==> src/cor_cfg.svh <==
// register offsets, field positions, reset values and pattern words
`ifndef COR_CFG_SVH
`define COR_CFG_SVH

// register offsets on the serial control port
`define COR_ADDR_TEST 13'h000D
`define COR_ADDR_MODE 13'h0014
`define COR_ADDR_PHASE 13'h0016
`define COR_ADDR_VREF 13'h0018

// reset values
`define COR_RST_TEST 8'h00
`define COR_RST_MODE 8'h00
`define COR_RST_PHASE 8'h00
`define COR_RST_VREF 8'hC0

// test select register fields
`define COR_TEST_SEL_LSB 0
`define COR_TEST_SEL_MSB 2
`define COR_TEST_PN9_RST 4
`define COR_TEST_LONG_PSEUDORANDOM_SEQUENCE_RST 5

// output mode register fields
`define COR_MODE_FMT_LSB 0
`define COR_MODE_FMT_MSB 1
`define COR_MODE_INV 2
`define COR_MODE_DIS 4
`define COR_MODE_DRV_LSB 6
`define COR_MODE_DRV_MSB 7

// output phase and reference fields
`define COR_PHASE_INV 7
`define COR_VREF_LSB 6
`define COR_VREF_MSB 7

// writable bit masks, open bits read zero
`define COR_MASK_TEST 8'h37
`define COR_MASK_MODE 8'hD7
`define COR_MASK_PHASE 8'h80
`define COR_MASK_VREF 8'hC0

// fixed pattern words, offset binary
`define COR_WORD_MID 12'h800
`define COR_WORD_PFS 12'hFFF
`define COR_WORD_NFS 12'h000
`define COR_WORD_CHK 12'hAAA

// sequence seeds
`define COR_SEED_LONG 23'h7FFFFF
`define COR_SEED_SHORT 9'h1FF

// serial frame length: 16 instruction bits then 8 data bits
`define COR_SPI_INSTR_BITS 5'h10
`define COR_SPI_FRAME_BITS 5'h18

`endif

==> src/cor_pkg.sv <==
// types shared by the output configuration block
package cor_pkg;

    // global output test selection codes
    typedef enum logic [2:0] {
        COR_TEST_OFF = 3'h0,
        COR_TEST_MID = 3'h1,
        COR_TEST_PFS = 3'h2,
        COR_TEST_NFS = 3'h3,
        COR_TEST_CHK = 3'h4,
        COR_TEST_LONG = 3'h5,
        COR_TEST_SHORT = 3'h6,
        COR_TEST_TOGGLE = 3'h7
    } cor_test_e;

    // output data format codes
    typedef enum logic [1:0] {
        COR_FMT_OFFSET = 2'h0,
        COR_FMT_TWOS = 2'h1,
        COR_FMT_GRAY = 2'h2
    } cor_fmt_e;

    // serial port frame states
    typedef enum logic [2:0] {
        COR_SPI_IDLE = 3'h1,
        COR_SPI_INSTR = 3'h2,
        COR_SPI_DATA = 3'h4
    } cor_spi_state_e;

    // register access from the serial port to the bank
    typedef struct packed {
        logic wr;
        logic [12:0] addr;
        logic [7:0] wdata;
    } cor_reg_req_s;

endpackage

==> src/cor_output_regs.sv <==
// output configuration registers and parallel output data path
`timescale 1ns/100ps
`include "cor_cfg.svh"

// What this block does
// - test codes 0-3: normal, midscale, plus, minus
// - codes 4-7: checker, long, short PN, toggle
// - disable bit set turns data drivers off
// - drivers on only with enable pin high
// - phase bit 7 inverts output clock
module cor_output_regs (
    // clock and reset
    input wire logic ref_clk_i,
    input wire logic rst_i,
    // serial control pins
    input wire logic spi_sclk_i,
    input wire logic spi_cs_n_i,
    input wire logic spi_sdio_i,
    output logic spi_sdio_o,
    output logic spi_sdio_oe_o,
    // converter core result, same clock
    input wire logic [11:0] conv_data_i,
    // external output enable pin, drivers on while high
    input wire logic output_enable_pin_n_i,
    // parallel outputs
    output logic [11:0] data_o,
    output logic data_oe_o,
    output logic data_output_clock_o,
    // analog controls
    output logic [1:0] drive_strength_o,
    output logic [1:0] ref_level_sel_o
);
    import cor_pkg::*;

    // ------------------------------------------------------------
    // serial port
    // ------------------------------------------------------------
    cor_reg_req_s req;
    logic [7:0] rdata;

    cor_spi_slave u_spi (
        .ref_clk_i(ref_clk_i),
        .rst_i(rst_i),
        .spi_sclk_i(spi_sclk_i),
        .spi_cs_n_i(spi_cs_n_i),
        .spi_sdio_i(spi_sdio_i),
        .spi_sdio_o(spi_sdio_o),
        .spi_sdio_oe_o(spi_sdio_oe_o),
        .req_o(req),
        .rdata_i(rdata)
    );

    // ------------------------------------------------------------
    // register bank
    // ------------------------------------------------------------
    logic [7:0] output_test_pattern_select;
    logic [7:0] output_driver_and_format;
    logic [7:0] output_clock_polarity;
    logic [7:0] reference_level_select;

    // open bits are masked so they always read zero
    always_ff @(posedge ref_clk_i or posedge rst_i) begin
        if (rst_i) begin
            output_test_pattern_select <= `COR_RST_TEST;
            output_driver_and_format <= `COR_RST_MODE;
            output_clock_polarity <= `COR_RST_PHASE;
            reference_level_select <= `COR_RST_VREF;
        end else if (req.wr) begin
            case (req.addr)
                `COR_ADDR_TEST: begin
                    output_test_pattern_select <= req.wdata & `COR_MASK_TEST;
                end
                `COR_ADDR_MODE: begin
                    output_driver_and_format <= req.wdata & `COR_MASK_MODE;
                end
                `COR_ADDR_PHASE: begin
                    output_clock_polarity <= req.wdata & `COR_MASK_PHASE;
                end
                `COR_ADDR_VREF: begin
                    reference_level_select <= req.wdata & `COR_MASK_VREF;
                end
                default: begin
                end
            endcase
        end
    end

    // read mux; unmapped addresses read zero
    always_comb begin
        case (req.addr)
            `COR_ADDR_TEST: rdata = output_test_pattern_select;
            `COR_ADDR_MODE: rdata = output_driver_and_format;
            `COR_ADDR_PHASE: rdata = output_clock_polarity;
            `COR_ADDR_VREF: rdata = reference_level_select;
            default: rdata = 8'h00;
        endcase
    end

    // field extraction
    cor_test_e test_sel;
    cor_fmt_e fmt_sel;
    logic data_inv;
    logic out_dis;
    logic clk_inv;
    assign test_sel = cor_test_e'(output_test_pattern_select[
        `COR_TEST_SEL_MSB:`COR_TEST_SEL_LSB]);
    assign fmt_sel = cor_fmt_e'(output_driver_and_format[
        `COR_MODE_FMT_MSB:`COR_MODE_FMT_LSB]);
    assign data_inv = output_driver_and_format[`COR_MODE_INV];
    assign out_dis = output_driver_and_format[`COR_MODE_DIS];
    assign clk_inv = output_clock_polarity[`COR_PHASE_INV];
    assign drive_strength_o = output_driver_and_format[
        `COR_MODE_DRV_MSB:`COR_MODE_DRV_LSB];
    assign ref_level_sel_o = reference_level_select[
        `COR_VREF_MSB:`COR_VREF_LSB];

    // ------------------------------------------------------------
    // output enable pin
    // ------------------------------------------------------------
    logic [1:0] oe_pin_sync;

    always_ff @(posedge ref_clk_i or posedge rst_i) begin
        if (rst_i) begin
            oe_pin_sync <= 2'h3;
        end else begin
            oe_pin_sync <= {oe_pin_sync[0], output_enable_pin_n_i};
        end
    end

    // drivers on only when the bit is clear and the pin is high
    always_ff @(posedge ref_clk_i or posedge rst_i) begin
        if (rst_i) begin
            data_oe_o <= 1'b0;
        end else begin
            data_oe_o <= !out_dis && oe_pin_sync[1];
        end
    end

    // ------------------------------------------------------------
    // word timing and output clock
    // ------------------------------------------------------------
    // one output word per two ref clocks so the clock can be a flop
    logic word_phase;
    logic word_step;
    assign word_step = !word_phase;

    always_ff @(posedge ref_clk_i or posedge rst_i) begin
        if (rst_i) begin
            word_phase <= 1'b0;
        end else begin
            word_phase <= !word_phase;
        end
    end

    // clock rises mid-word when normal; inversion swaps the edge
    always_ff @(posedge ref_clk_i or posedge rst_i) begin
        if (rst_i) begin
            data_output_clock_o <= 1'b0;
        end else begin
            data_output_clock_o <= word_phase ^ clk_inv;
        end
    end

    // ------------------------------------------------------------
    // pattern generators
    // ------------------------------------------------------------
    logic [22:0] long_pseudorandom_sequence;
    logic [8:0] short_pseudorandom_sequence;
    logic toggle;

    // long sequence x^23 + x^18 + 1; reset bit holds it at seed
    always_ff @(posedge ref_clk_i or posedge rst_i) begin
        if (rst_i) begin
            long_pseudorandom_sequence <= `COR_SEED_LONG;
        end else if (output_test_pattern_select[`COR_TEST_LONG_PSEUDORANDOM_SEQUENCE_RST]) begin
            long_pseudorandom_sequence <= `COR_SEED_LONG;
        end else if (word_step) begin
            long_pseudorandom_sequence <= {long_pseudorandom_sequence[21:0],
                long_pseudorandom_sequence[22] ^
                long_pseudorandom_sequence[17]};
        end
    end

    // short sequence x^9 + x^5 + 1
    always_ff @(posedge ref_clk_i or posedge rst_i) begin
        if (rst_i) begin
            short_pseudorandom_sequence <= `COR_SEED_SHORT;
        end else if (output_test_pattern_select[`COR_TEST_PN9_RST]) begin
            short_pseudorandom_sequence <= `COR_SEED_SHORT;
        end else if (word_step) begin
            short_pseudorandom_sequence <= {
                short_pseudorandom_sequence[7:0],
                short_pseudorandom_sequence[8] ^
                short_pseudorandom_sequence[4]};
        end
    end

    // alternation flag shared by checkerboard and word toggle
    always_ff @(posedge ref_clk_i or posedge rst_i) begin
        if (rst_i) begin
            toggle <= 1'b0;
        end else if (word_step) begin
            toggle <= !toggle;
        end
    end

    // ------------------------------------------------------------
    // source select and formatting
    // ------------------------------------------------------------
    logic [11:0] src_word;
    logic [11:0] fmt_word;

    // patterns are offset-binary words and go through the formatter
    always_comb begin
        case (test_sel)
            COR_TEST_OFF: src_word = conv_data_i;
            COR_TEST_MID: src_word = `COR_WORD_MID;
            COR_TEST_PFS: src_word = `COR_WORD_PFS;
            COR_TEST_NFS: src_word = `COR_WORD_NFS;
            COR_TEST_CHK: begin
                src_word = toggle ? ~`COR_WORD_CHK : `COR_WORD_CHK;
            end
            COR_TEST_LONG: begin
                src_word = long_pseudorandom_sequence[11:0];
            end
            COR_TEST_SHORT: begin
                src_word = {3'h0, short_pseudorandom_sequence};
            end
            COR_TEST_TOGGLE: begin
                src_word = toggle ? `COR_WORD_PFS : `COR_WORD_NFS;
            end
            default: src_word = conv_data_i;
        endcase
    end

    // code 11 is unused and falls back to offset binary
    always_comb begin
        case (fmt_sel)
            COR_FMT_TWOS: fmt_word = {~src_word[11], src_word[10:0]};
            COR_FMT_GRAY: fmt_word = src_word ^ (src_word >> 1);
            default: fmt_word = src_word;
        endcase
    end

    // data launches at word start; invert applies last
    always_ff @(posedge ref_clk_i or posedge rst_i) begin
        if (rst_i) begin
            data_o <= 12'h000;
        end else if (word_step) begin
            data_o <= data_inv ? ~fmt_word : fmt_word;
        end
    end

endmodule

==> src/cor_spi_slave.sv <==
// serial control port slave: 16-bit instruction then one data byte
`timescale 1ns/100ps
`include "cor_cfg.svh"

module cor_spi_slave (
    // clock and reset
    input wire logic ref_clk_i,
    input wire logic rst_i,
    // serial pins
    input wire logic spi_sclk_i,
    input wire logic spi_cs_n_i,
    input wire logic spi_sdio_i,
    output logic spi_sdio_o,
    output logic spi_sdio_oe_o,
    // register bank side
    output cor_pkg::cor_reg_req_s req_o,
    input wire logic [7:0] rdata_i
);
    import cor_pkg::*;

    // ------------------------------------------------------------
    // pin synchronisers
    // ------------------------------------------------------------
    logic [1:0] sclk_sync;
    logic [1:0] cs_sync;
    logic [1:0] sdio_sync;
    logic sclk_q;

    // two stages each; only stage 1 feeds the logic
    always_ff @(posedge ref_clk_i or posedge rst_i) begin
        if (rst_i) begin
            sclk_sync <= 2'h0;
            cs_sync <= 2'h3;
            sdio_sync <= 2'h0;
            sclk_q <= 1'b0;
        end else begin
            sclk_sync <= {sclk_sync[0], spi_sclk_i};
            cs_sync <= {cs_sync[0], spi_cs_n_i};
            sdio_sync <= {sdio_sync[0], spi_sdio_i};
            sclk_q <= sclk_sync[1];
        end
    end

    logic sclk_rise;
    logic sclk_fall;
    logic cs_n;
    assign sclk_rise = sclk_sync[1] & ~sclk_q;
    assign sclk_fall = ~sclk_sync[1] & sclk_q;
    assign cs_n = cs_sync[1];

    // ------------------------------------------------------------
    // frame sequencing
    // ------------------------------------------------------------
    cor_spi_state_e state;
    logic [4:0] bit_cnt;
    logic [15:0] instr;
    logic [7:0] din;
    logic [7:0] dout;
    logic is_read;

    // sclk must be slow against ref_clk: edges are found by sampling
    always_ff @(posedge ref_clk_i or posedge rst_i) begin
        if (rst_i) begin
            state <= COR_SPI_IDLE;
            bit_cnt <= 5'h00;
            instr <= 16'h0000;
            din <= 8'h00;
        end else begin
            case (state)
                COR_SPI_IDLE: begin
                    bit_cnt <= 5'h00;
                    if (!cs_n) begin
                        state <= COR_SPI_INSTR;
                    end
                end
                COR_SPI_INSTR: begin
                    if (cs_n) begin
                        state <= COR_SPI_IDLE;
                    end else if (sclk_rise) begin
                        instr <= {instr[14:0], sdio_sync[1]};
                        bit_cnt <= bit_cnt + 5'h01;
                        if (bit_cnt == `COR_SPI_INSTR_BITS - 5'h01) begin
                            state <= COR_SPI_DATA;
                        end
                    end
                end
                COR_SPI_DATA: begin
                    if (cs_n || bit_cnt == `COR_SPI_FRAME_BITS) begin
                        state <= COR_SPI_IDLE;
                    end else if (sclk_rise) begin
                        din <= {din[6:0], sdio_sync[1]};
                        bit_cnt <= bit_cnt + 5'h01;
                    end
                end
                default: begin
                    state <= COR_SPI_IDLE;
                end
            endcase
        end
    end

    assign is_read = instr[15];

    // read data: load at end of instruction, shift on falling sclk
    always_ff @(posedge ref_clk_i or posedge rst_i) begin
        if (rst_i) begin
            dout <= 8'h00;
            spi_sdio_o <= 1'b0;
            spi_sdio_oe_o <= 1'b0;
        end else if (state != COR_SPI_DATA || !is_read || cs_n) begin
            dout <= rdata_i;
            spi_sdio_o <= 1'b0;
            spi_sdio_oe_o <= 1'b0;
        end else if (sclk_fall) begin
            spi_sdio_o <= dout[7];
            spi_sdio_oe_o <= 1'b1;
            dout <= {dout[6:0], 1'b0};
        end else if (!spi_sdio_oe_o) begin
            // the address register lags the last instruction bit by a clock
            dout <= rdata_i;
        end
    end

    // one-cycle write strobe once the eighth data bit is in
    always_ff @(posedge ref_clk_i or posedge rst_i) begin
        if (rst_i) begin
            req_o <= '0;
        end else begin
            req_o.addr <= instr[12:0];
            req_o.wdata <= din;
            // raised a cycle after the last rise, when din holds all 8 bits
            req_o.wr <= (state == COR_SPI_DATA) && !is_read && !cs_n &&
                        (bit_cnt == `COR_SPI_FRAME_BITS);
        end
    end

endmodule

==> config.mk <==
export PLATFORM = sky130hd
export DESIGN_NAME = cor_output_regs
export DESIGN_NICKNAME = d
export VERILOG_FILES = /design/src/cor_pkg.sv /design/src/cor_output_regs.sv /design/src/cor_spi_slave.sv
export VERILOG_INCLUDE_DIRS = /design/src
export SDC_FILE = /design/constraint.sdc
export NUM_CORES = 1
export LEC_CHECK = 0
export CORE_MARGIN = 2
export CORE_UTILIZATION = 55
export CTS_CLUSTER_DIAMETER = 60
export DETAILED_ROUTE_END_ITERATION = 10
export DONT_BUFFER_PORTS = 1
export GPL_TIMING_DRIVEN = 0
export PLACE_DENSITY = 0.7
export RECOVER_POWER = 100
export REMOVE_ABC_BUFFERS = 1
export SYNTH_ARGS = -nofsm -noshare
export SYNTH_HDL_FRONTEND = slang
export SYNTH_SLANG_ARGS = --single-unit
==> constraint.sdc <==
create_clock -name ref_clk_i -period 7.4 [get_ports ref_clk_i]
set_input_delay 1.48 -clock ref_clk_i [delete_from_list [all_inputs] [get_ports ref_clk_i]]
set_output_delay 1.48 -clock ref_clk_i [all_outputs]
set_load 0.03 [all_outputs]
==> impl_results.md <==
* TNS Setup at 0 ns
* Placeable Area at 11000 um^2
* Die X at 111 um
* Worst setup path startpoint: word_phase
* RSZ-0062 raised after global routing: no
* Switching part of the total at 20.8%
* Clock latency at the later pin of the worst-skew pair at 0.41 ns
* Vias in the first global route at approximately 4300
* Ys flop type: dfrtp_1
* Site Rows at 38
* Synth-to-layout area growth at 10.8%
* Filler cell count at 872
* Detailed Place HPWL at 8.01 mm
* Number of diodes at 0
* Gpl congestion at approximately 0.86
* Post-synth EDFFs at 0
* Syn_area_per_cell at 11.3 um^2
* Worst setup endpoint: data_o[6]
* DRT iter0 DRCs at 321
* Final #Nets at 566
* Reg2reg setup slack at 3.45 ns
* Synth Register Bits at roughly 130
* Share of cells above drive strength 1 at 20.1%
* Clock H-tree levels at 4
* CTS tree: done
* IO Pins at 38
* Clock Power Share at 53.0%
* Sequential area share after synthesis at between 50% and 60%
* DRC at 0
* Vias per cell at 5.95
* Final Hold Fails at 0
* Reg2reg end: data_o[6]
* Post-synth ARST share at 100%
* Final Max Slew Viols at a little over 100
* Comb pwr share at under 10%
* Endpoint type of the worst setup path: flop
* First-pass GRT wire length at 21.2 mm
* Setup Viol. Count Final at 0
* Worst slew margin at -56.8%
* P_sw at 0.000362 W
* Congestion Overflow GR at 0
* Vias at about 4100
* Failing checks: capacitance limit, slew limit
* Initial core utilization at between 50% and 60%
* Distinct cells, synth at 57
* Worst hold path class: reg -> reg
* Post-CTS sizing at 0
* Clk sinks at between 100 and 150
* Port Buffers at 0
* Max cap viols at 2
* DRT Pass-1 Iters at 4
* Hold_buf cts at 0
* Max Buffers Root-to-Sink at 2
* Hold Startpoint: u_spi.sclk_sync[0]
* Initial antenna violation count at 0
* Synthesis warning total at 0
* Final ANT Viol Nets at 0
* Routed wire per std cell at 17.6 um
* Clock transition at the registers of the reported paths at 0.06 ns
* Fin crit period at 3.95 ns
* WHS Path Cells at 0
* LEAKAGE at between 3 and 4 nW
* Worst Tran Pin Value at 2.35 ns
* Pwr Total at approximately 0.0017 W
* Cells after synthesis at 554
* Fin crit share at 53.4%
* Root Driver: clkbuf_16
* Total CTS buffers at 17
* Largest net degree at the start of global routing at 90
* Worst endpoint required time at 7.70 ns
* Reg-to-Reg Start: word_phase
* Worst R2R Path Depth at 5
* Total Routed Length at ~12 mm
* Kind of critical path: reg -> reg
* Post-Syn Area at 6250 um^2
* Outcome: finished with violations
* Peak Freq at 253 MHz
* Gr usage total at between 20% and 30%
* Die Height at between 100 and 150 um
* Critical Path Source Type: flop
* Die ar. at 12200 um^2
* Arr. time, crit path at around 4.3 ns
* Reg power frac at between 40% and 50%
* Critical-path maximum fanout at 55
* Worst clock skew at 0.00494 ns
* Power density over cell area at 252 nW/um^2
* Setup bufs post-CTS at 0
* VDD IR max at 0.219 mV
* P_int at 0.00138 W
-- synth_stat cells, types with 4 or more instances --
master | instances | area (um^2)
a211o_1 | 33 | 289
a211oi_1 | 5 | 37.5
a21oi_1 | 16 | 80.1
a221oi_1 | 8 | 70.1
a31oi_1 | 6 | 37.5
and2_1 | 9 | 56.3
and3_1 | 12 | 75.1
buf_2 | 7 | 35.0
clkbuf_1 | 21 | 78.8
dfrtp_1 | 95 | 2380
dfstp_2 | 39 | 1020
ha_1 | 5 | 62.6
inv_1 | 14 | 52.6
mux2_2 | 34 | 383
mux2_4 | 5 | 75.1
mux2i_1 | 21 | 210
nand2_1 | 44 | 165
nand2b_1 | 6 | 37.5
nand3_1 | 13 | 65.1
nand4_1 | 5 | 31.3
nor2_1 | 22 | 82.6
nor2b_1 | 39 | 244
nor3_1 | 9 | 45.0
o211ai_1 | 7 | 52.6
o21ai_0 | 27 | 135
or2_2 | 6 | 37.5
xnor2_1 | 4 | 35.0
-- registers in the layout (all words and copies together) (netlist names), 3 cells and up --
signal and flops:
u_spi.instr 16, data_o 12, short_pseudorandom_sequence 9, long_pseudorandom_sequence 23, output_driver_and_format 6, u_spi.state 3, u_spi.bit_cnt 5, u_spi.req_o 21
output_test_pattern_select 5, u_spi.dout 8, u_spi.din 8
-- cells in the final DEF, fill, tap and decap left out, types with 4 or more instances in the layout --
cell type,n
a221oi_1,8
ha_1,5
nand2b_1,6
nor3_1,9
clkinvlp_4,4
a31oi_1,6
bufinv_16,5
a211oi_1,5
a21oi_1,16
o211ai_1,7
mux2i_1,21
xnor2_1,4
inv_1,13
or2_2,6
nand3_1,13
and2_1,8
o21ai_0,28
nor2_1,22
nand2_1,45
nor2b_1,39
clkbuf_16,17
nand4_1,5
a211o_1,33
dfrtp_1,95
dfstp_2,36
and3_1,12
mux2_2,34
-- through the flow --
stage                     utilization (%)  hold WS (ns)  setup WS [ns]  cells  area [um^2]
final                                63.0         0.354           3.45    696         6920
after global routing                 63.0         0.362           3.17    696         6920
after CTS                            63.6         0.357           4.44    696         6990
after detailed placement             57.7         0.336           4.43    664         6330
after global placement               57.2         0.333           1.14    662         6280
after floorplan                         -         0.331           2.40    522         6110
-- worst min path at each step --
stage | endpoint | slack (ns)
floorplan | u_spi.sclk_sync[1] | 0.33
global placement | u_spi.sdio_sync[1] | 0.33
detailed placement | u_spi.sdio_sync[1] | 0.34
CTS | u_spi.sclk_sync[1] | 0.36
global route | u_spi.cs_sync[1] | 0.36
finish | u_spi.sclk_sync[1] | 0.35
-- worst max-delay path, stage by stage (launching register included) --
cell and delay (ns):
dfrtp_1 0.63, clkbuf_1 1.72, nor2_1 0.55, nand2_1 0.47, mux2i_1 0.15, a211o_1 0.29
-- routing by layer --
layer	GRT usage [%]	wire [um]
met1	26.8	5400
met2	36.1	6220
met3	6.37	479
met4	8.58	171
met5	0	0
-- cell families after synthesis --
group | synth area share (%)
AND/OR/NAND/NOR | 15.8
flip-flops | 54.5
AO/OA/AOI/OAI | 13.9
multiplexers | 10.7
buffers and inverters | 3.10
XOR/XNOR | 0.981
adder cells (fa/ha/maj) | 1.00
-- power groups by stage --
stage                     sequential (W)  combinational, W  clock [W]
after floorplan                 0.000774         0.0000433          0
after global placement          0.000776         0.0000530          0
after detailed placement        0.000777         0.0000562          0
after CTS                       0.000765         0.0000565   0.000941
after global routing            0.000766         0.0000635   0.000975
final                           0.000765         0.0000553   0.000924
-- layout make-up --
cell class / count / area (um^2) / share of cell area, %
sequential: 134 / 3400 / 49.1
multi-input combinational: 374 / 2610 / 37.6
clock buffer: 20 / 457 / 6.60
clock inverter: 12 / 199 / 2.87
tap: 140 / 175 / 2.53
inverter: 14 / 53.8 / 0.777
timing repair buffer: 2 / 31.3 / 0.452
Power figures use the tool's default switching activity.
